--- src/rtl/rmt_pkg.sv ---
// Package with register map, field layout, reset values and timing constants of the receive timers.
//
// Overview of operation
// - After each transmission ends, receiver output is masked for the programmed window.
// - Mask duration equals the 8-bit mask value times 64 carrier periods.
// - Mask values zero to four all give the minimum of four steps.
// - In bit rate detection mode one mask step lasts 512 carrier periods.
// - In 106 kbit/s type A mode the mask is lengthened by a fixed 20 carrier periods.
// - Response window elapsing without a response raises the no-response interrupt.
// - Timeout step is 64 carrier periods, or 4096 when step select is set.
// - Timeout value is 16 bits wide; upper byte held in its own register.
// - In active communication mode the timer starts after external field appears, or at once on the start-timer command.
// - Outside active communication mode the timeout timer starts automatically when the transmitter switches off.
// - A zero timeout value never starts the timer and never interrupts.
// - The start-timer command resets the timeout timer and restarts it.
// - Mask value resets to eight, timeout upper byte to zero, also on set-default.
// - Auto squelch starts once four mask steps have passed, ends at mask expiry.
package rmt_pkg;
    // Register indices; byte address is four times the index.
    localparam logic [7:0] IDX_MASK_TIME   = 8'h0e;
    localparam logic [7:0] IDX_RESP_HIGH   = 8'h0f;
    localparam logic [7:0] IDX_RESP_LOW    = 8'h10;
    localparam logic [7:0] IDX_CTRL        = 8'h11;
    localparam logic [7:0] IDX_COMMAND     = 8'h20;
    localparam logic [7:0] IDX_IRQ_STATUS  = 8'h21;
    localparam logic [7:0] IDX_IRQ_MASK    = 8'h22;
    // Control register fields.
    localparam int CTRL_STEP_SEL    = 0;
    localparam int CTRL_ACTIVE_MODE = 1;
    localparam int CTRL_RATE_DETECT = 2;
    localparam int CTRL_TYPE_A106   = 3;
    localparam int CTRL_AUTO_SQUELCH = 4;
    localparam int CTRL_W           = 5;
    // Command register fields (self clearing; a read returns the mask run flag in bit 4 and the timeout run flag in bit 5).
    localparam int CMD_START_RESP   = 0;
    localparam int CMD_SET_DEFAULT  = 1;
    // Interrupt status fields.
    localparam int IRQ_NO_RESPONSE  = 0;
    localparam int IRQ_MASK_DONE    = 1;
    localparam int IRQ_W            = 2;
    // Reset values.
    localparam logic [7:0] MASK_TIME_RST = 8'h08;
    localparam logic [7:0] RESP_HIGH_RST = 8'h00;
    localparam logic [7:0] RESP_LOW_RST  = 8'h00;
    localparam logic [CTRL_W-1:0] CTRL_RST = 5'h00;
    // Step lengths in carrier periods; STEP_LONG is the last count of the 4096-period step.
    localparam int PRE_W            = 12;
    localparam logic [PRE_W-1:0] STEP_SHORT  = 12'h040;
    localparam logic [PRE_W-1:0] STEP_DETECT = 12'h200;
    localparam logic [PRE_W-1:0] STEP_LONG   = 12'hfff;
    localparam logic [7:0] MASK_MIN_STEPS = 8'h04;
    // Fixed part of the type A frame delay, added as carrier periods.
    localparam logic [PRE_W-1:0] A106_EXTRA = 12'h014;
endpackage

--- src/rtl/rmt_timers.sv ---
// Mask receive timer and no-response timer with an AHB-Lite register slave.
//
// The AHB-Lite interface to the registers was chosen for this implementation.
`timescale 1ns/10ps
module rmt_timers (
    // Clock and reset.
    input  wire logic        hclk,
    input  wire logic        hresetn,
    // AHB-Lite slave.
    input  wire logic        hsel,
    input  wire logic [31:0] haddr,
    input  wire logic [1:0]  htrans,
    input  wire logic        hwrite,
    input  wire logic [2:0]  hsize,
    input  wire logic [31:0] hwdata,
    input  wire logic        hready,
    output logic      [31:0] hrdata,
    output logic             hreadyout,
    output logic             hresp,
    // Framing logic, same clock.
    input  wire logic        carrier_tick,
    input  wire logic        tx_end,
    input  wire logic        rx_response,
    input  wire logic        rx_in,
    // External field detector pin.
    input  wire logic        ext_field,
    // Receiver side outputs.
    output logic             rx_out,
    output logic             squelch,
    output logic             mask_active,
    output logic             resp_active,
    output logic             irq
);
    typedef struct packed {
        logic [7:0]                   mask_time;
        logic [7:0]                   resp_high;
        logic [7:0]                   resp_low;
        logic [rmt_pkg::CTRL_W-1:0]   ctrl;
        logic [rmt_pkg::IRQ_W-1:0]    irq_st;
        logic [rmt_pkg::IRQ_W-1:0]    irq_msk;
        logic                         a_we;
        logic [7:0]                   a_idx;
        logic [31:0]                  rdata;
        logic                         m_run;
        logic [rmt_pkg::PRE_W-1:0]    m_pre;
        logic [7:0]                   m_step;
        logic [7:0]                   m_target;
        logic                         n_arm;
        logic                         n_run;
        logic [rmt_pkg::PRE_W-1:0]    n_pre;
        logic [15:0]                  n_step;
        logic                         fs1;
        logic                         fs2;
        logic                         fld_q;
    } rmt_state_s;

    rmt_state_s st;
    rmt_state_s next_st;

    // Read decode, used by the address phase.
    function automatic logic [31:0] rmt_read(input rmt_state_s s, input logic [7:0] idx);
        logic [31:0] v;
        v = 32'h0000_0000;
        case (idx)
            rmt_pkg::IDX_MASK_TIME:  v = {24'h000000, s.mask_time};
            rmt_pkg::IDX_RESP_HIGH:  v = {24'h000000, s.resp_high};
            rmt_pkg::IDX_RESP_LOW:   v = {24'h000000, s.resp_low};
            rmt_pkg::IDX_CTRL:       v = {27'h0000000, s.ctrl};
            rmt_pkg::IDX_IRQ_STATUS: v = {30'h00000000, s.irq_st};
            rmt_pkg::IDX_IRQ_MASK:   v = {30'h00000000, s.irq_msk};
            rmt_pkg::IDX_COMMAND:    v = {26'h0000000, s.n_run, s.m_run, 4'h0};
            default:                 v = 32'h0000_0000;
        endcase
        return v;
    endfunction

    // Step length of the mask timer for the current mode.
    function automatic logic [rmt_pkg::PRE_W-1:0] rmt_mask_step(input logic [rmt_pkg::CTRL_W-1:0] c);
        return c[rmt_pkg::CTRL_RATE_DETECT] ? rmt_pkg::STEP_DETECT : rmt_pkg::STEP_SHORT;
    endfunction

    logic        addr_ok;
    logic        wr_data;
    logic [15:0] resp_val;
    logic        cmd_start;
    logic        cmd_dflt;
    logic        fld_rise;
    logic        n_start;
    logic        m_last;
    logic        n_last;
    logic [rmt_pkg::PRE_W-1:0] n_len;
    logic [rmt_pkg::IRQ_W-1:0] ev;

    // Combined next-state logic.
    always_comb begin
        next_st   = st;
        addr_ok   = hsel && hready && htrans[1];
        wr_data   = st.a_we;
        resp_val  = {st.resp_high, st.resp_low};
        cmd_start = wr_data && (st.a_idx == rmt_pkg::IDX_COMMAND) && hwdata[rmt_pkg::CMD_START_RESP];
        cmd_dflt  = wr_data && (st.a_idx == rmt_pkg::IDX_COMMAND) && hwdata[rmt_pkg::CMD_SET_DEFAULT];
        ev        = '0;

        // Bus address phase; reads are answered from a flip-flop in the data phase, no wait states.
        next_st.a_we  = addr_ok && hwrite;
        next_st.a_idx = haddr[9:2];
        if (addr_ok && !hwrite) begin
            next_st.rdata = rmt_read(st, haddr[9:2]);
        end

        // Register writes in the data phase.
        if (wr_data) begin
            case (st.a_idx)
                rmt_pkg::IDX_MASK_TIME: next_st.mask_time = hwdata[7:0];
                rmt_pkg::IDX_RESP_HIGH: next_st.resp_high = hwdata[7:0];
                rmt_pkg::IDX_RESP_LOW:  next_st.resp_low  = hwdata[7:0];
                rmt_pkg::IDX_CTRL:      next_st.ctrl      = hwdata[rmt_pkg::CTRL_W-1:0];
                rmt_pkg::IDX_IRQ_MASK:  next_st.irq_msk   = hwdata[rmt_pkg::IRQ_W-1:0];
                rmt_pkg::IDX_IRQ_STATUS: next_st.irq_st   = st.irq_st & ~hwdata[rmt_pkg::IRQ_W-1:0];
                default: begin
                end
            endcase
        end
        if (cmd_dflt) begin
            next_st.mask_time = rmt_pkg::MASK_TIME_RST;
            next_st.resp_high = rmt_pkg::RESP_HIGH_RST;
            next_st.resp_low  = rmt_pkg::RESP_LOW_RST;
        end

        // External field detector passes two flip-flops before its edge is taken.
        next_st.fs1   = ext_field;
        next_st.fs2   = st.fs1;
        next_st.fld_q = st.fs2;
        fld_rise      = st.fs2 && !st.fld_q;

        // Mask timer: each end of transmission reloads it, short values are raised to four steps.
        m_last = carrier_tick && (st.m_pre == rmt_mask_step(st.ctrl) - 12'h001);
        if (tx_end) begin
            next_st.m_run    = 1'b1;
            next_st.m_step   = 8'h00;
            next_st.m_pre    = st.ctrl[rmt_pkg::CTRL_TYPE_A106] ? (12'h000 - rmt_pkg::A106_EXTRA) : 12'h000;
            next_st.m_target = (st.mask_time <= rmt_pkg::MASK_MIN_STEPS) ? rmt_pkg::MASK_MIN_STEPS
                                                                          : st.mask_time;
        end else if (st.m_run && carrier_tick) begin
            // A106 preload runs the prescaler from below zero, so its wrap is tested on the full width.
            next_st.m_pre = m_last ? 12'h000 : st.m_pre + 12'h001;
            if (m_last && !(st.ctrl[rmt_pkg::CTRL_TYPE_A106] && st.m_pre[rmt_pkg::PRE_W-1])) begin
                next_st.m_step = st.m_step + 8'h01;
                if (st.m_step + 8'h01 == st.m_target) begin
                    next_st.m_run = 1'b0;
                    ev[rmt_pkg::IRQ_MASK_DONE] = 1'b1;
                end
            end
        end

        // No-response timer start conditions.
        n_len   = st.ctrl[rmt_pkg::CTRL_STEP_SEL] ? rmt_pkg::STEP_LONG : (rmt_pkg::STEP_SHORT - 12'h001);
        n_last  = carrier_tick && (st.n_pre == n_len);
        n_start = 1'b0;
        if (tx_end) begin
            if (st.ctrl[rmt_pkg::CTRL_ACTIVE_MODE]) begin
                next_st.n_arm = 1'b1;
            end else begin
                n_start = 1'b1;
            end
        end else if (st.n_arm && fld_rise) begin
            next_st.n_arm = 1'b0;
            n_start       = 1'b1;
        end
        if (cmd_start) begin
            n_start       = 1'b1;
            next_st.n_arm = 1'b0;
        end

        // Count timeout steps; a detected response stops the window.
        if (n_start) begin
            next_st.n_run  = (resp_val != 16'h0000);
            next_st.n_pre  = '0;
            next_st.n_step = 16'h0000;
        end else if (st.n_run && rx_response) begin
            next_st.n_run = 1'b0;
        end else if (st.n_run && carrier_tick) begin
            next_st.n_pre = n_last ? 12'h000 : st.n_pre + 12'h001;
            if (n_last) begin
                next_st.n_step = st.n_step + 16'h0001;
                if (st.n_step + 16'h0001 == resp_val) begin
                    next_st.n_run = 1'b0;
                    ev[rmt_pkg::IRQ_NO_RESPONSE] = 1'b1;
                end
            end
        end
        if (rx_response) begin
            next_st.n_arm = 1'b0;
        end

        // Sticky status; a new event wins over a clear in the same cycle.
        next_st.irq_st = next_st.irq_st | ev;
    end

    // State register.
    always_ff @(posedge hclk or negedge hresetn) begin
        if (!hresetn) begin
            st           <= '0;
            st.mask_time <= rmt_pkg::MASK_TIME_RST;
            st.resp_high <= rmt_pkg::RESP_HIGH_RST;
            st.resp_low  <= rmt_pkg::RESP_LOW_RST;
            st.ctrl      <= rmt_pkg::CTRL_RST;
        end else begin
            st <= next_st;
        end
    end

    // Outputs; the receiver is blanked while the mask window runs.
    assign hrdata      = st.rdata;
    assign hreadyout   = 1'b1;
    assign hresp       = 1'b0;
    assign mask_active = st.m_run;
    assign rx_out      = rx_in && !st.m_run;
    assign squelch     = st.ctrl[rmt_pkg::CTRL_AUTO_SQUELCH] && st.m_run
                         && (st.m_step >= rmt_pkg::MASK_MIN_STEPS);
    assign resp_active = st.n_run;
    assign irq         = |(st.irq_st & st.irq_msk);

endmodule

--- config.mk ---
export PLATFORM = sky130hd
export DESIGN_NAME = rmt_timers
export DESIGN_NICKNAME = d
export VERILOG_FILES = /design/src/rtl/rmt_pkg.sv /design/src/rtl/rmt_timers.sv
export SDC_FILE = /design/constraint.sdc
export NUM_CORES = 1
export LEC_CHECK = 0
export ABC_CLOCK_PERIOD_IN_PS = 2710
export BUFFER_PORTS_ARGS = -buffer_cell sky130_fd_sc_hd__buf_2
export CELL_PAD_IN_SITES_DETAIL_PLACEMENT = 1
export CELL_PAD_IN_SITES_GLOBAL_PLACEMENT = 1
export CORE_UTILIZATION = 40
export DETAILED_ROUTE_END_ITERATION = 7
export PLACE_DENSITY_LB_ADDON = 0.12
export SYNTH_ARGS = -nofsm -noshare
export SYNTH_HDL_FRONTEND = slang
export SYNTH_SLANG_ARGS = --single-unit
--- constraint.sdc ---
create_clock -name hclk -period 2.71 [get_ports hclk]
set_clock_uncertainty 0.15 [all_clocks]
set_input_delay 0.271 -clock hclk [delete_from_list [all_inputs] [get_ports hclk]]
set_output_delay 0.271 -clock hclk [all_outputs]
set_load 0.005 [all_outputs]
; Yosys cells after proc, flatten, opt, wreduce, memory -nomap -nowiden
; Cells that the tools add are included.
[totals]
reg_bits = 136
word_cells = 145
out_inout_bits = 39
input_bits = 79
[classes]
n_lt_le_gt_ge = 2
addsub = 5
eq_ne = 20
n_mux = 45
reduce_logical = 49
n_bitwise = 4
[ops]
columns = operator, count
row1 = 29-bit two-way mux, 2
row2 = 8-bit one-hot mux with 7 select lines, 1
row3 = 8-bit by 6-bit == test with 1-bit output (second input constant), 6
row4 = 12-bit two-way mux, 4
row5 = 21-bit two-way mux, 2
row6 = 8-bit two-way mux, 5
row7 = 33-bit two-way mux, 1
row8 = 8-bit by 4-bit == test with 1-bit output (second input constant), 4
row9 = 8-bit by 5-bit == test with 1-bit output (second input constant), 4
row10 = 28-bit two-way mux, 1
row11 = 12-bit by 1-bit adder with 12-bit output (second input constant), 2
row12 = 12-bit == test, 2
row13 = 24-bit two-way mux, 1
row14 = 1-bit two-way mux, 23
row15 = 1-bit logical AND, 19
row16 = 2-bit nonzero test, 9
row17 = 16-bit by 1-bit adder with 16-bit output (second input constant), 1
row18 = 16-bit == test, 1
row19 = 16-bit two-way mux, 1
row20 = 2-bit AND reduction, 8
row21 = 16-bit nonzero test, 1
row22 = 10-bit by 1-bit subtractor with 11-bit output (second input constant), 1
row23 = 10-bit two-way mux, 1
row24 = 3-bit AND reduction, 3
row25 = 15 further kinds, 22

; Logic depth before layout (Yosys ltp)
; Gate-level depths: netlist of the first run.
[depth]
ltp_word = 9
depth_mapped = 8
depth_no_buf = 7

; Worst setup path after synthesis of the first run
; No wires, ideal clock.
[synth_path]
kind = register to register
startpoint = register st[3] (netlist name)
endpoint = register st, in the netlist resp_active
path_stages_with_launch = 7
synth_period_minus_slack_ps = 2224
n_path_buf = 0
slack_ps = 486
arrival_ps = 1950
required_time_ps = 2436
setup_time_ps = 124
path_cell_list = dfrtp_1 ha_1 nand3_2 or3_1 a2111oi_2 nand4_1 o31a_1
[synth_via]
elab_chain_len = 4
[synth_lines]
columns = item, line_no
row1 = from (decl), rmt_timers.sv:57  ; rmt_state_s st;
row2 = from (signal assigned), rmt_timers.sv:209  ; st <= next_st;
row3 = 16-bit by 1-bit adder with 16-bit output, rmt_timers.sv:186  ; if (st.n_step + 16'h0001 == resp_val) begin
row4 = 16-bit == test, rmt_timers.sv:186
row5 = 3-bit nonzero test (no line), n/a
row6 = 3-bit AND reduction (no line), n/a
; Every way passes these cells.
; A chain may end at the register's enable or synchronous reset.

; Worst setup path after layout of the first run
[layout_path]
startpoint = register st[4] (netlist name)
endpoint = register st, in the netlist resp_active
; Same word-level chain as after synthesis.

==> results of run 1 <==
flip-flops by register name, summed over array words and instances, names as in the netlist:
signal	flops
mask_active	1
resp_active	1
st	83
next_st	2
wr_data	1
hrdata	8
resp_val	16
report_power, final:
| part | switching (mW) | total [mW] | leakage (nW) | internal [mW] |
|---|---|---|---|---|
| clock | 0.667 | 1.31 | 0.132 | 0.639 |
| sequential | 0.0550 | 1.77 | 1.46 | 1.71 |
| combinational | 0.154 | 0.249 | 1.48 | 0.0959 |
layout by cell type, fill, tap and decap left out, types with 10 or more instances in the layout:
| cell type | Yosys | routed |
|---|---|---|
| sky130_fd_sc_hd__nand3_1 | 29 | 29 |
| sky130_fd_sc_hd__inv_1 | 11 | 11 |
| sky130_fd_sc_hd__buf_4 | 34 | 21 |
| sky130_fd_sc_hd__nand4_1 | 12 | 12 |
| sky130_fd_sc_hd__buf_2 | 6 | 38 |
| sky130_fd_sc_hd__nor2_1 | 83 | 83 |
| sky130_fd_sc_hd__mux2i_1 | 18 | 18 |
| sky130_fd_sc_hd__nand2_1 | 55 | 55 |
| sky130_fd_sc_hd__mux2_2 | 10 | 10 |
| sky130_fd_sc_hd__a21oi_1 | 33 | 33 |
| sky130_fd_sc_hd__xnor2_1 | 39 | 39 |
| sky130_fd_sc_hd__nor3_1 | 17 | 17 |
| sky130_fd_sc_hd__xor2_1 | 23 | 23 |
| sky130_fd_sc_hd__dfrtp_1 | 111 | 111 |
| sky130_fd_sc_hd__o21ai_0 | 27 | 27 |
| sky130_fd_sc_hd__conb_1 | 2 | 26 |
path summary, 6_finish.rpt:
| check | end | depth (start not counted) | slack, ps | from |
|---|---|---|---|---|
| max reg2reg | resp_active | 6 | 250 | st[4] |
| min | wr_data | 2 | 30 | hready |
| min in group asynchronous | resp_val[6] | 2 | 280 | hresetn |
| min reg2reg | next_st[0] | 0 | 210 | next_st[1] |
| max | resp_active | 6 | 250 | st[4] |
| max in group asynchronous | st[131] | 3 | 1460 | hresetn |
synthesized netlist by cell type, types with 5 or more instances:
| cell type | instances |
|---|---|
| sky130_fd_sc_hd__dfrtp_1 | 111 |
| sky130_fd_sc_hd__nor2_1 | 83 |
| sky130_fd_sc_hd__nand2_1 | 55 |
| sky130_fd_sc_hd__xnor2_1 | 39 |
| sky130_fd_sc_hd__buf_4 | 34 |
| sky130_fd_sc_hd__a21oi_1 | 33 |
| sky130_fd_sc_hd__nand3_1 | 29 |
| sky130_fd_sc_hd__o21ai_0 | 27 |
| sky130_fd_sc_hd__xor2_1 | 23 |
| sky130_fd_sc_hd__mux2i_1 | 18 |
| sky130_fd_sc_hd__clkbuf_1 | 17 |
| sky130_fd_sc_hd__nor3_1 | 17 |
| sky130_fd_sc_hd__nand4_1 | 12 |
| sky130_fd_sc_hd__inv_1 | 11 |
| sky130_fd_sc_hd__mux2_2 | 10 |
| sky130_fd_sc_hd__or3_1 | 9 |
| sky130_fd_sc_hd__a22o_1 | 8 |
| sky130_fd_sc_hd__and3_1 | 8 |
| sky130_fd_sc_hd__and4_1 | 8 |
| sky130_fd_sc_hd__nor4_1 | 8 |
| sky130_fd_sc_hd__and2_1 | 6 |
| sky130_fd_sc_hd__buf_2 | 6 |
| sky130_fd_sc_hd__nor2b_1 | 6 |
| sky130_fd_sc_hd__a22oi_1 | 5 |
| sky130_fd_sc_hd__ha_1 | 5 |
routing by layer:
| metal | GRT usage [%] | up-vias | wire length (µm) |
|---|---|---|---|
| li1 | - | 2389 | - |
| met5 | 0 | - | 0 |
| met3 | 5.19 | 8 | 594 |
| met4 | 6.09 | 0 | 189 |
| met2 | 38.3 | 97 | 8590 |
| met1 | 28.0 | 2619 | 7680 |
layout make-up:
type	instances	area [µm²]
Clock buffer	10	229
Clock inverter	6	53.8
Fill cell	1748	8220
Inverter	11	41.3
Multi-Input combinational cell	506	3190
Sequential cell	112	2800
Tap cell	211	264
Timing Repair Buffer	69	458
cell families (layout without fill, tap and decap cells):
group,count (synthesis),count (layout),synth area share [%]
other,2,26,0.119
adders and majority gates,5,5,0.993
muxes,28,28,4.65
xor gates and xnor gates,62,62,8.62
DFF,112,112,44.5
buffers and inverters,70,96,6.32
and+or+nand+nor,272,272,22.9
AOI/OAI and AO/OA,113,113,11.9
per-stage QoR:
step / power [mW] / setup slack, ps / util, % / area (µm²)
CTS: 3.37 / 211 / 46.1 / 7040
finish: 3.32 / 247 / 46.2 / 7040
global route: 3.46 / 92.0 / 46.2 / 7040
floorplan: 1.93 / 486 / - / 6390
global placement: 2.03 / 288 / 43.7 / 6660
detailed placement: 2.04 / 225 / 43.7 / 6660
timing repair:
item | in CTS | in global routing
hold buffers | 9 | 0
endpoints found under the setup margin | 0 | 1
hold endpoints to repair | 39 | 0
resized for setup | 0 | 1
setup buffers | 0 | 0
==> metrics.txt, run 1 <==
# TYPE chip_impl_metric gauge
chip_impl_metric{name="yosysWarnings",unit=""} 0
chip_impl_metric{name="globalRoute.totalOverflow",unit=""} 0
chip_impl_info{name="synth_area_leaders",value="sky130_fd_sc_hd__dfrtp_1 44%, sky130_fd_sc_hd__xnor2_1 5.4%, sky130_fd_sc_hd__nor2_1 4.9%, sky130_fd_sc_hd__buf_4 4.1%, sky130_fd_sc_hd__nand2_1 3.3%"} 1
chip_impl_info{name="critical_path.top_delay_family",value="simple AND/OR/NAND/NOR gates"} 1
chip_impl_metric{name="finalWorstPathRequiredPeriod",unit="ps"} 2460
chip_impl_metric{name="portBuffers",unit=""} 39
chip_impl_metric{name="detailed_route_wire_length",unit="µm"} 17100
chip_impl_info{name="crit_path_top_delay_cell",value="sky130_fd_sc_hd__dfrtp_1"} 1
chip_impl_metric{name="mappedNetlistArea",unit="mm²"} 0.00630
chip_impl_metric{name="worstSkewPairLatency",unit="ps"} 360
chip_impl_info{name="synthFlopType",value="sky130_fd_sc_hd__dfrtp_1"} 1
chip_impl_info{name="clock_tree.root_cell",value="sky130_fd_sc_hd__clkbuf_16"} 1
chip_impl_metric{name="slew-limit-headroom",unit="%"} 59.0
chip_impl_metric{name="antenna_cells",unit=""} 0
chip_impl_info{name="crit_path_end_kind",value="register"} 1
chip_impl_metric{name="power.density_cell_area",unit="mW/mm²"} 472
chip_impl_metric{name="drc",unit=""} 0
chip_impl_metric{name="setup_viol",unit=""} 0
chip_impl_metric{name="timing.final.max_slew_violations",unit=""} 0
chip_impl_info{name="cell_by_cell_listing_of_the_critical_path",value="ha_1 > nand3_2 > or3_1 > a2111oi_2 > nand4_1 > o31a_1"} 1
chip_impl_metric{name="drt_pass1_iterations",unit=""} 5
chip_impl_info{name="path_class",value="reg2reg"} 1
chip_impl_metric{name="placed_instances",unit=""} 900
chip_impl_metric{name="cts_sinks",unit=""} 112
chip_impl_metric{name="post_synthesis_to_final_layout_area_growth",unit="%"} 11.8
chip_impl_metric{name="die-area",unit="mm²"} 0.0162
chip_impl_metric{name="cp.buffers_inverters",unit=""} 0
chip_impl_metric{name="first_global_vias",unit=""} 5332
chip_impl_metric{name="critPathArrivalTime",unit="ps"} 2560
chip_impl_info{name="status",value="completed"} 1
chip_impl_metric{name="worst_ep_required_time",unit="ps"} 2800
chip_impl_metric{name="worstMarginPinSlew",unit="ps"} 611
chip_impl_metric{name="synth.top_cell.area_share",unit="%"} 44.1
chip_impl_metric{name="core",unit="mm²"} 0.0153
chip_impl_metric{name="final_hold_viol_count",unit=""} 0
chip_impl_info{name="grt_setup_unrepaired",value="false"} 1
chip_impl_metric{name="whs",unit="ps"} 27.9
chip_impl_metric{name="routed_via_density",unit=""} 5.53
chip_impl_metric{name="fmaxAchievable",unit="GHz"} 0.406
chip_impl_metric{name="gp_congestion",unit=""} 0.810
chip_impl_metric{name="post_route_ant_nets",unit=""} 0
chip_impl_metric{name="detailedRoute.firstIterationViolations",unit=""} 256
chip_impl_metric{name="fp.dieW",unit="µm"} 127
chip_impl_metric{name="cts_max_path_buffers",unit=""} 2
chip_impl_info{name="crit_path_start_kind",value="register"} 1
chip_impl_metric{name="grt_pass1_wl",unit="µm"} 27800
chip_impl_metric{name="largest_net_degree_at_the_start_of_global_routing",unit=""} 50
chip_impl_metric{name="synth_edf_count",unit=""} 0
chip_impl_metric{name="post_layout_nonfiller_instances",unit=""} 925
chip_impl_info{name="holdCritPathClass",value="in2reg"} 1
chip_impl_metric{name="cts.clk_slew.worst_paths",unit="ps"} 80
chip_impl_metric{name="synth.yosys.seq_area_share",unit="%"} 44.5
chip_impl_metric{name="max_cap_viol_count",unit=""} 0
chip_impl_metric{name="final.period_utilization",unit="%"} 90.9
chip_impl_metric{name="io_pins",unit=""} 118
chip_impl_metric{name="detail_placement_hpwl",unit="µm"} 12800
chip_impl_metric{name="syn-instance-count",unit=""} 664
chip_impl_metric{name="design.final.nets",unit=""} 793
chip_impl_metric{name="p_leak",unit="nW"} 3.07
chip_impl_metric{name="final_layout_size_suffix_gt1_share",unit="%"} 14.1
chip_impl_info{name="dominant_cell_type_by_area_after_synthesis",value="sky130_fd_sc_hd__dfrtp_1"} 1
chip_impl_metric{name="synth_cell_types",unit=""} 67
chip_impl_info{name="tritoncts",value="done"} 1
chip_impl_metric{name="initial_utilization",unit="%"} 41.3
chip_impl_metric{name="floorplan.rows",unit=""} 45
chip_impl_metric{name="antenna_found_initial",unit=""} 0
chip_impl_metric{name="deepest_level_of_the_cts_h_tree",unit=""} 3
chip_impl_metric{name="via_count",unit=""} 5113
chip_impl_metric{name="synthesis.area_per_instance",unit="µm²"} 9.48
chip_impl_metric{name="wirelength_per_cell",unit="µm"} 18.4
chip_impl_metric{name="timing.critical_path.slowest_cell_delay",unit="ps"} 410
chip_impl_metric{name="peakVddDrop",unit="mV"} 0.339
chip_impl_metric{name="postSynthRegisterBits",unit=""} 112
chip_impl_metric{name="asyncSetResetFlopFracSynth",unit="%"} 100
chip_impl_metric{name="die_h",unit="µm"} 127
chip_impl_metric{name="timing.setup.tns",unit="ps"} 0
chip_impl_metric{name="critPathMaxFanout",unit=""} 7
chip_impl_metric{name="grt_usage",unit="%"} 22.3
chip_impl_metric{name="numCtsBuffers",unit=""} 9
Power figures use the tool's default switching activity.
==> run 2: changes to the inputs <==
- ABC_AREA: default -> 1
==> metrics.txt, run 2 <==
# TYPE chip_impl_metric gauge
chip_impl_info{name="min_delay_worst_endpoint",value="wr_data"} 1
chip_impl_metric{name="initial_utilization",unit="%"} 41.6
chip_impl_info{name="synth_area_leaders",value="sky130_fd_sc_hd__dfrtp_1 43%, sky130_fd_sc_hd__nand2_1 13%, sky130_fd_sc_hd__inv_1 6.5%, sky130_fd_sc_hd__o21ai_0 4.6%, sky130_fd_sc_hd__nor2_1 4.5%"} 1
chip_impl_metric{name="postCtsSetupRepairBufs",unit=""} 0
chip_impl_metric{name="first_global_vias",unit=""} 5982
chip_impl_metric{name="synthesis.area_per_instance",unit="µm²"} 7.59
chip_impl_info{name="cell_by_cell_listing_of_the_critical_path",value="nor2_2 > nand3_2 > nor3_4 > nand2_2 > nand2_4 > inv_2 > nand2_2 > nand2_2 > buf_4 > nor2_8 > o21ai_0 > o21ai_0"} 1
chip_impl_metric{name="asyncSetResetFlopFracSynth",unit="%"} 100
chip_impl_metric{name="synth.yosys.seq_area_share",unit="%"} 43.7
chip_impl_metric{name="synth_cell_types",unit=""} 49
chip_impl_metric{name="timing.critical_path.slowest_cell_delay",unit="ps"} 420
chip_impl_info{name="grt_setup_unrepaired",value="false"} 1
chip_impl_metric{name="worst_ep_required_time",unit="ps"} 2840
chip_impl_metric{name="detailed_route_wire_length",unit="µm"} 18200
chip_impl_metric{name="slew-limit-headroom",unit="%"} 15.8
chip_impl_metric{name="deepest_level_of_the_cts_h_tree",unit=""} 3
chip_impl_metric{name="yosysWarnings",unit=""} 0
chip_impl_metric{name="portBuffers",unit=""} 39
chip_impl_metric{name="postSynthRegisterBits",unit=""} 112
chip_impl_metric{name="syn-instance-count",unit=""} 846
chip_impl_info{name="path_class",value="reg2reg"} 1
chip_impl_metric{name="via_count",unit=""} 5664
chip_impl_metric{name="peakVddDrop",unit="mV"} 0.317
chip_impl_info{name="synth.most_common_cell",value="sky130_fd_sc_hd__nand2_1"} 1
chip_impl_info{name="crit_path_start_kind",value="register"} 1
chip_impl_metric{name="gp_congestion",unit=""} 0.821
chip_impl_info{name="top_library_cells_by_usage_in_the_layout_fill_and_taps_aside",value="218 x sky130_fd_sc_hd__nand2_1, 112 x sky130_fd_sc_hd__inv_1, 111 x sky130_fd_sc_hd__dfrtp_1"} 1
chip_impl_metric{name="largest_register_ffs",unit=""} 83
chip_impl_metric{name="io_pins",unit=""} 118
chip_impl_metric{name="grt_usage",unit="%"} 23.5
chip_impl_metric{name="floorplan.rows",unit=""} 45
chip_impl_metric{name="met1_wire_length",unit="µm"} 8180
chip_impl_metric{name="grt_pass1_wl",unit="µm"} 29800
chip_impl_metric{name="finalWorstPathRequiredPeriod",unit="ps"} 2400
chip_impl_metric{name="post_synthesis_to_final_layout_area_growth",unit="%"} 12.1
chip_impl_info{name="worst_setup_path_startpoint",value="st[96]"} 1
chip_impl_info{name="crit_path_end_kind",value="register"} 1
chip_impl_metric{name="post_route_ant_nets",unit=""} 0
chip_impl_metric{name="wirelength_per_cell",unit="µm"} 16.4
chip_impl_metric{name="die_h",unit="µm"} 129
chip_impl_metric{name="post-route-util",unit="%"} 46.7
chip_impl_metric{name="antenna_found_initial",unit=""} 0
chip_impl_metric{name="critPathArrivalTime",unit="ps"} 2530
chip_impl_metric{name="synth.top_cell.area_share",unit="%"} 43.2
chip_impl_info{name="dominant_cell_type_by_area_after_synthesis",value="sky130_fd_sc_hd__dfrtp_1"} 1
chip_impl_metric{name="cts.clk_slew.worst_paths",unit="ps"} 80
chip_impl_metric{name="drt_pass1_iterations",unit=""} 4
chip_impl_metric{name="fp.dieW",unit="µm"} 129
chip_impl_metric{name="timing.setup.tns",unit="ps"} 0
chip_impl_metric{name="design.final.nets",unit=""} 980
chip_impl_metric{name="mappedNetlistArea",unit="mm²"} 0.00642
chip_impl_metric{name="drc",unit=""} 0
chip_impl_metric{name="power.density_cell_area",unit="mW/mm²"} 556
chip_impl_metric{name="routed_via_density",unit=""} 5.09
chip_impl_info{name="synthFlopType",value="sky130_fd_sc_hd__dfrtp_1"} 1
chip_impl_metric{name="setup_viol",unit=""} 0
chip_impl_metric{name="antenna_cells",unit=""} 0
chip_impl_metric{name="final_hold_viol_count",unit=""} 0
chip_impl_info{name="largest_register",value="st"} 1
chip_impl_info{name="status",value="completed"} 1
chip_impl_metric{name="met3RoutedLength",unit="µm"} 702
chip_impl_info{name="top_layer",value="met4"} 1
chip_impl_metric{name="numCtsBuffers",unit=""} 9
chip_impl_metric{name="globalRoute.totalOverflow",unit=""} 0
chip_impl_info{name="crit_top_cell",value="sky130_fd_sc_hd__nand2_2"} 1
chip_impl_metric{name="p_leak",unit="nW"} 3.55
chip_impl_info{name="tritoncts",value="done"} 1
chip_impl_metric{name="worstMarginPinSlew",unit="ps"} 1250
chip_impl_metric{name="filler_cell_count",unit=""} 1985
chip_impl_metric{name="core",unit="mm²"} 0.0154
chip_impl_info{name="critical_path.top_delay_family",value="simple AND/OR/NAND/NOR gates"} 1
chip_impl_metric{name="detail_placement_hpwl",unit="µm"} 13800
chip_impl_info{name="layout_commonest_cell",value="sky130_fd_sc_hd__nand2_1"} 1
chip_impl_info{name="clock_tree.root_cell",value="sky130_fd_sc_hd__clkbuf_16"} 1
chip_impl_metric{name="detailedRoute.firstIterationViolations",unit=""} 297
chip_impl_metric{name="route.met2.wl",unit="µm"} 9080
chip_impl_metric{name="max_cap_viol_count",unit=""} 0
chip_impl_metric{name="cts_max_path_buffers",unit=""} 2
chip_impl_metric{name="setup.reg_to_reg.worst_slack",unit="ps"} 310
chip_impl_info{name="worstReg2RegStart",value="st[96]"} 1
chip_impl_info{name="crit_path_top_delay_cell",value="sky130_fd_sc_hd__dfrtp_1"} 1
chip_impl_metric{name="final_layout_size_suffix_gt1_share",unit="%"} 11.2
chip_impl_metric{name="largest_net_degree_at_the_start_of_global_routing",unit=""} 113
chip_impl_info{name="ys_top_cells_by_count",value="218 x sky130_fd_sc_hd__nand2_1, 112 x sky130_fd_sc_hd__inv_1, 111 x sky130_fd_sc_hd__dfrtp_1"} 1
chip_impl_metric{name="min_path_cells",unit=""} 3
chip_impl_metric{name="die-area",unit="mm²"} 0.0166
chip_impl_metric{name="final.period_utilization",unit="%"} 88.6
chip_impl_metric{name="worstRegToRegCells",unit=""} 12
chip_impl_info{name="hold_start",value="hready"} 1
chip_impl_metric{name="synth_edf_count",unit=""} 0
chip_impl_info{name="holdCritPathClass",value="in2reg"} 1
chip_impl_info{name="critical_path.reg2reg.endpoint",value="st[12]"} 1
chip_impl_metric{name="cp.buffers_inverters",unit=""} 2
chip_impl_metric{name="critPathMaxFanout",unit=""} 15
chip_impl_metric{name="timing.final.max_slew_violations",unit=""} 0
chip_impl_metric{name="fmaxAchievable",unit="GHz"} 0.416
chip_impl_metric{name="worstSkewPairLatency",unit="ps"} 350
chip_impl_metric{name="cts_sinks",unit=""} 112
==> run 2: cell count changes after synthesis, moves of 18 or more <==
cell	before	now
sky130_fd_sc_hd__inv_1	11	112
sky130_fd_sc_hd__mux2i_1	18	0
sky130_fd_sc_hd__nand2_1	55	218
sky130_fd_sc_hd__nand3_1	29	56
sky130_fd_sc_hd__o21ai_0	27	59
sky130_fd_sc_hd__o22ai_1	3	21
sky130_fd_sc_hd__xnor2_1	39	4
==> run 2: cells by family (layout without fill, tap and decap cells) <==
family | Yosys count | count (layout) | synth area share (%)
xor gates and xnor gates | 17 | 17 | 2.53
DFF | 112 | 112 | 43.7
and+or+nand+nor | 424 | 424 | 29.1
other | 2 | 26 | 0.117
adders and majority gates | 5 | 5 | 0.974
AOI/OAI and AO/OA | 126 | 126 | 11.6
buffers and inverters | 160 | 191 | 12.0
==> run 2: what timing repair did <==
action / 4_1_cts / 5_1_grt
hold buffers: 12 / 0
endpoints found under the hold margin: 122 / 0
setup endpoints to repair: 0 / 1
resized for setup: 0 / 1
==> run 2: worst max path at each step <==
stage	to	slack, ps	cells past startpoint
2_1_floorplan	st[54]	840	12
3_3_place_gp	st[12]	370	12
3_5_place_dp	st[54]	260	12
4_1_cts	st[54]	220	12
5_1_grt	st[42]	90	11
6_report	st[12]	310	12
==> run 2: report_power, final <==
group          internal [mW]  switching (mW)
clock                  0.916           0.656
sequential              1.78           0.107
combinational          0.191           0.358
==> run 2: metrics by stage <==
stage                     area (µm²)  hold WS, ps  cells  power, mW  setup slack, ps
after floorplan                 6510         -175    870       2.29              840
after detailed placement        6730          195   1084       2.46              257
after global routing            7200         18.9   1112       4.21             93.4
after global placement          6730          194   1084       2.42              370
final                           7200         21.1   1112       4.01              308
after CTS                       7200         8.87   1112       4.07              219
==> run 2: area by class of cell <==
type                            count  area, µm²  area share (%)
Clock buffer                        9        225            3.13
Inverter                          116        439            6.10
Timing Repair Buffer               59        403            5.59
Tap cell                          211        264            3.67
Multi-Input combinational cell    598       2940            40.8
Sequential cell                   112       2800            38.9
Clock inverter                      7        126            1.75
==> run 2: metal layers <==
layer | vias to the layer above | track usage [%]
met4 | 0 | 6.09
met3 | 14 | 4.66
met2 | 110 | 41.8
li1 | 2778 | -
met5 | - | 0
met1 | 2762 | 29.2
==> run 2: worst min-delay path: stages <==
cell and delay, ps:
sky130_fd_sc_hd__buf_2 100, sky130_fd_sc_hd__nand3_1 80, sky130_fd_sc_hd__nor2_1 50
==> run 3: changes to the inputs <==
- CORE_ASPECT_RATIO: default -> 2
==> metrics.txt, run 3 (synthesis gave the netlist of run 2 again) <==
# TYPE chip_impl_metric gauge
chip_impl_metric{name="globalRoute.totalOverflow",unit=""} 0
chip_impl_metric{name="die_h",unit="µm"} 181
chip_impl_metric{name="critPathArrivalTime",unit="ps"} 2630
chip_impl_metric{name="pwr-share-clk",unit="%"} 35.9
chip_impl_metric{name="slew-limit-headroom",unit="%"} 57.3
chip_impl_info{name="crit_path_end_kind",value="register"} 1
chip_impl_metric{name="postCtsSetupRepairBufs",unit=""} 0
chip_impl_metric{name="worstSkewPairLatency",unit="ps"} 370
chip_impl_metric{name="post_layout_nonfiller_instances",unit=""} 1104
chip_impl_metric{name="drt_pass1_iterations",unit=""} 4
chip_impl_metric{name="worstRegToRegCells",unit=""} 11
chip_impl_metric{name="filler_cell_count",unit=""} 1990
chip_impl_metric{name="floorplan.rows",unit=""} 65
chip_impl_metric{name="initial_utilization",unit="%"} 40.9
chip_impl_metric{name="worstMarginPinSlew",unit="ps"} 638
chip_impl_metric{name="net-switching-power",unit="mW"} 1.17
chip_impl_metric{name="portBuffers",unit=""} 39
chip_impl_metric{name="post_route_ant_nets",unit=""} 0
chip_impl_metric{name="core",unit="mm²"} 0.0157
chip_impl_info{name="path_class",value="reg2reg"} 1
chip_impl_info{name="largest_register",value="st"} 1
chip_impl_metric{name="detailed_route_wire_length",unit="µm"} 19400
chip_impl_metric{name="cts_hold_buffers",unit=""} 13
chip_impl_metric{name="antenna_found_initial",unit=""} 0
chip_impl_metric{name="gp_congestion",unit=""} 0.866
chip_impl_metric{name="placedInstanceArea",unit="mm²"} 0.00672
chip_impl_metric{name="finalWorstPathRequiredPeriod",unit="ps"} 2500
chip_impl_metric{name="design_area",unit="mm²"} 0.00715
chip_impl_info{name="worstReg2RegStart",value="st[96]"} 1
chip_impl_metric{name="wirelength_per_cell",unit="µm"} 17.6
chip_impl_info{name="grt_setup_unrepaired",value="false"} 1
chip_impl_metric{name="deepest_level_of_the_cts_h_tree",unit=""} 3
chip_impl_metric{name="first_global_vias",unit=""} 6370
chip_impl_metric{name="totalPowerFinal",unit="mW"} 3.82
chip_impl_metric{name="cts_max_path_buffers",unit=""} 2
chip_impl_metric{name="setup_viol",unit=""} 0
chip_impl_metric{name="grt_usage",unit="%"} 24.6
chip_impl_metric{name="multi_input_comb_area",unit="mm²"} 0.00294
chip_impl_info{name="min_delay_worst_endpoint",value="st[111]"} 1
chip_impl_metric{name="max_cap_viol_count",unit=""} 0
chip_impl_metric{name="post-route-util",unit="%"} 45.5
chip_impl_metric{name="die-area",unit="mm²"} 0.0166
chip_impl_metric{name="sequentialPowerShare",unit="%"} 49.6
chip_impl_metric{name="final.period_utilization",unit="%"} 92.4
chip_impl_metric{name="via_count",unit=""} 5750
chip_impl_metric{name="area.sequential",unit="mm²"} 0.00280
chip_impl_metric{name="fmaxAchievable",unit="GHz"} 0.400
chip_impl_metric{name="detailedPlace.worstSlack",unit="ps"} 191
chip_impl_metric{name="timing.final.max_slew_violations",unit=""} 0
chip_impl_metric{name="final_hold_viol_count",unit=""} 0
chip_impl_metric{name="worst_ep_required_time",unit="ps"} 2840
chip_impl_info{name="status",value="completed"} 1
chip_impl_metric{name="post_synthesis_to_final_layout_area_growth",unit="%"} 11.3
chip_impl_metric{name="power.density_cell_area",unit="mW/mm²"} 534
chip_impl_metric{name="min_path_cells",unit=""} 3
chip_impl_metric{name="critPathMaxFanout",unit=""} 15
chip_impl_metric{name="combPwrFrac",unit="%"} 14.6
chip_impl_metric{name="routed_via_density",unit=""} 5.21
chip_impl_metric{name="final_layout_size_suffix_gt1_share",unit="%"} 11.2
chip_impl_info{name="top_library_cells_by_usage_in_the_layout_fill_and_taps_aside",value="218 x sky130_fd_sc_hd__nand2_1, 112 x sky130_fd_sc_hd__inv_1, 111 x sky130_fd_sc_hd__dfrtp_1"} 1
chip_impl_info{name="critical_path.reg2reg.endpoint",value="st[12]"} 1
chip_impl_metric{name="internal_power_of_the_cells",unit="mW"} 2.65
chip_impl_info{name="tritoncts",value="done"} 1
chip_impl_metric{name="cts_sinks",unit=""} 112
chip_impl_metric{name="cts.clk_slew.worst_paths",unit="ps"} 80
chip_impl_metric{name="p_leak",unit="nW"} 3.54
chip_impl_metric{name="setup.reg_to_reg.worst_slack",unit="ps"} 210
chip_impl_metric{name="drc",unit=""} 0
chip_impl_metric{name="largest_register_ffs",unit=""} 83
chip_impl_metric{name="whs",unit="ps"} 53.7
chip_impl_metric{name="peakVddDrop",unit="mV"} 0.400
chip_impl_info{name="hold_start",value="hwdata[4]"} 1
chip_impl_info{name="layout_commonest_cell",value="sky130_fd_sc_hd__nand2_1"} 1
chip_impl_metric{name="cts_repair_resize_count",unit=""} 0
chip_impl_metric{name="sw_frac_of_total",unit="%"} 30.7
chip_impl_metric{name="placed_instances",unit=""} 1075
chip_impl_metric{name="fp.dieW",unit="µm"} 91.6
chip_impl_info{name="crit_path_start_kind",value="register"} 1
chip_impl_metric{name="antenna_cells",unit=""} 0
chip_impl_metric{name="detailedRoute.firstIterationViolations",unit=""} 156
chip_impl_metric{name="design.final.nets",unit=""} 982
chip_impl_metric{name="timing.setup.tns",unit="ps"} 0
chip_impl_metric{name="grt_pass1_wl",unit="µm"} 31600
chip_impl_metric{name="largest_net_degree_at_the_start_of_global_routing",unit=""} 49
chip_impl_metric{name="fin_ws",unit="ps"} 207
chip_impl_info{name="holdCritPathClass",value="in2reg"} 1
chip_impl_metric{name="numCtsBuffers",unit=""} 9
chip_impl_info{name="clock_tree.root_cell",value="sky130_fd_sc_hd__clkbuf_16"} 1
chip_impl_metric{name="detail_placement_hpwl",unit="µm"} 15400
chip_impl_metric{name="io_pins",unit=""} 118
==> run 3: cell type report <==
cell class / count / share of cell area [%]
Clock buffer: 10 / 3.34
Clock inverter: 6 / 0.770
Inverter: 116 / 6.14
Multi-Input combinational cell: 598 / 41.1
Sequential cell: 112 / 39.2
Tap cell: 201 / 3.52
Timing Repair Buffer: 61 / 5.88
==> run 3: worst max path at each step <==
stage,from,endpoint,cells past startpoint
global placement,st[101],st[12],11
global route,st[49],st[54],12
detailed placement,wr_data,st[21],10
finish,st[96],st[12],11
floorplan,st[49],st[54],12
CTS,wr_data,st[21],10
==> run 3: power groups by stage <==
stage	combinational (mW)	sequential, mW	clock (mW)
final	0.556	1.89	1.37
after global routing	0.634	1.91	1.46
after CTS	0.565	1.89	1.41
after detailed placement	0.549	1.92	0
after global placement	0.512	1.91	0
after floorplan	0.399	1.89	0
==> run 3: per-layer routing <==
layer | global-route usage [%] | part of all wire, % | wire length [µm] | vias up
met4 | 12.2 | 4.1 | 792 | 0
met3 | 3.49 | 2.4 | 463 | 47
met1 | 24.3 | 36 | 7030 | 2828
li1 | - | - | - | 2778
met2 | 48.4 | 57 | 11100 | 97
met5 | 0 | 0 | 0 | -
==> run 3: critical path: stages (launching register included) <==
cell,delay [ps]
sky130_fd_sc_hd__dfrtp_1,420
sky130_fd_sc_hd__nor2_2,160
sky130_fd_sc_hd__nand3_2,110
sky130_fd_sc_hd__nor3_4,150
sky130_fd_sc_hd__nand2_2,150
sky130_fd_sc_hd__nand2_4,180
sky130_fd_sc_hd__nor2_4,70
sky130_fd_sc_hd__clkinv_2,150
sky130_fd_sc_hd__nand2_2,230
sky130_fd_sc_hd__nor2_8,360
sky130_fd_sc_hd__o21ai_0,160
sky130_fd_sc_hd__o21ai_0,110
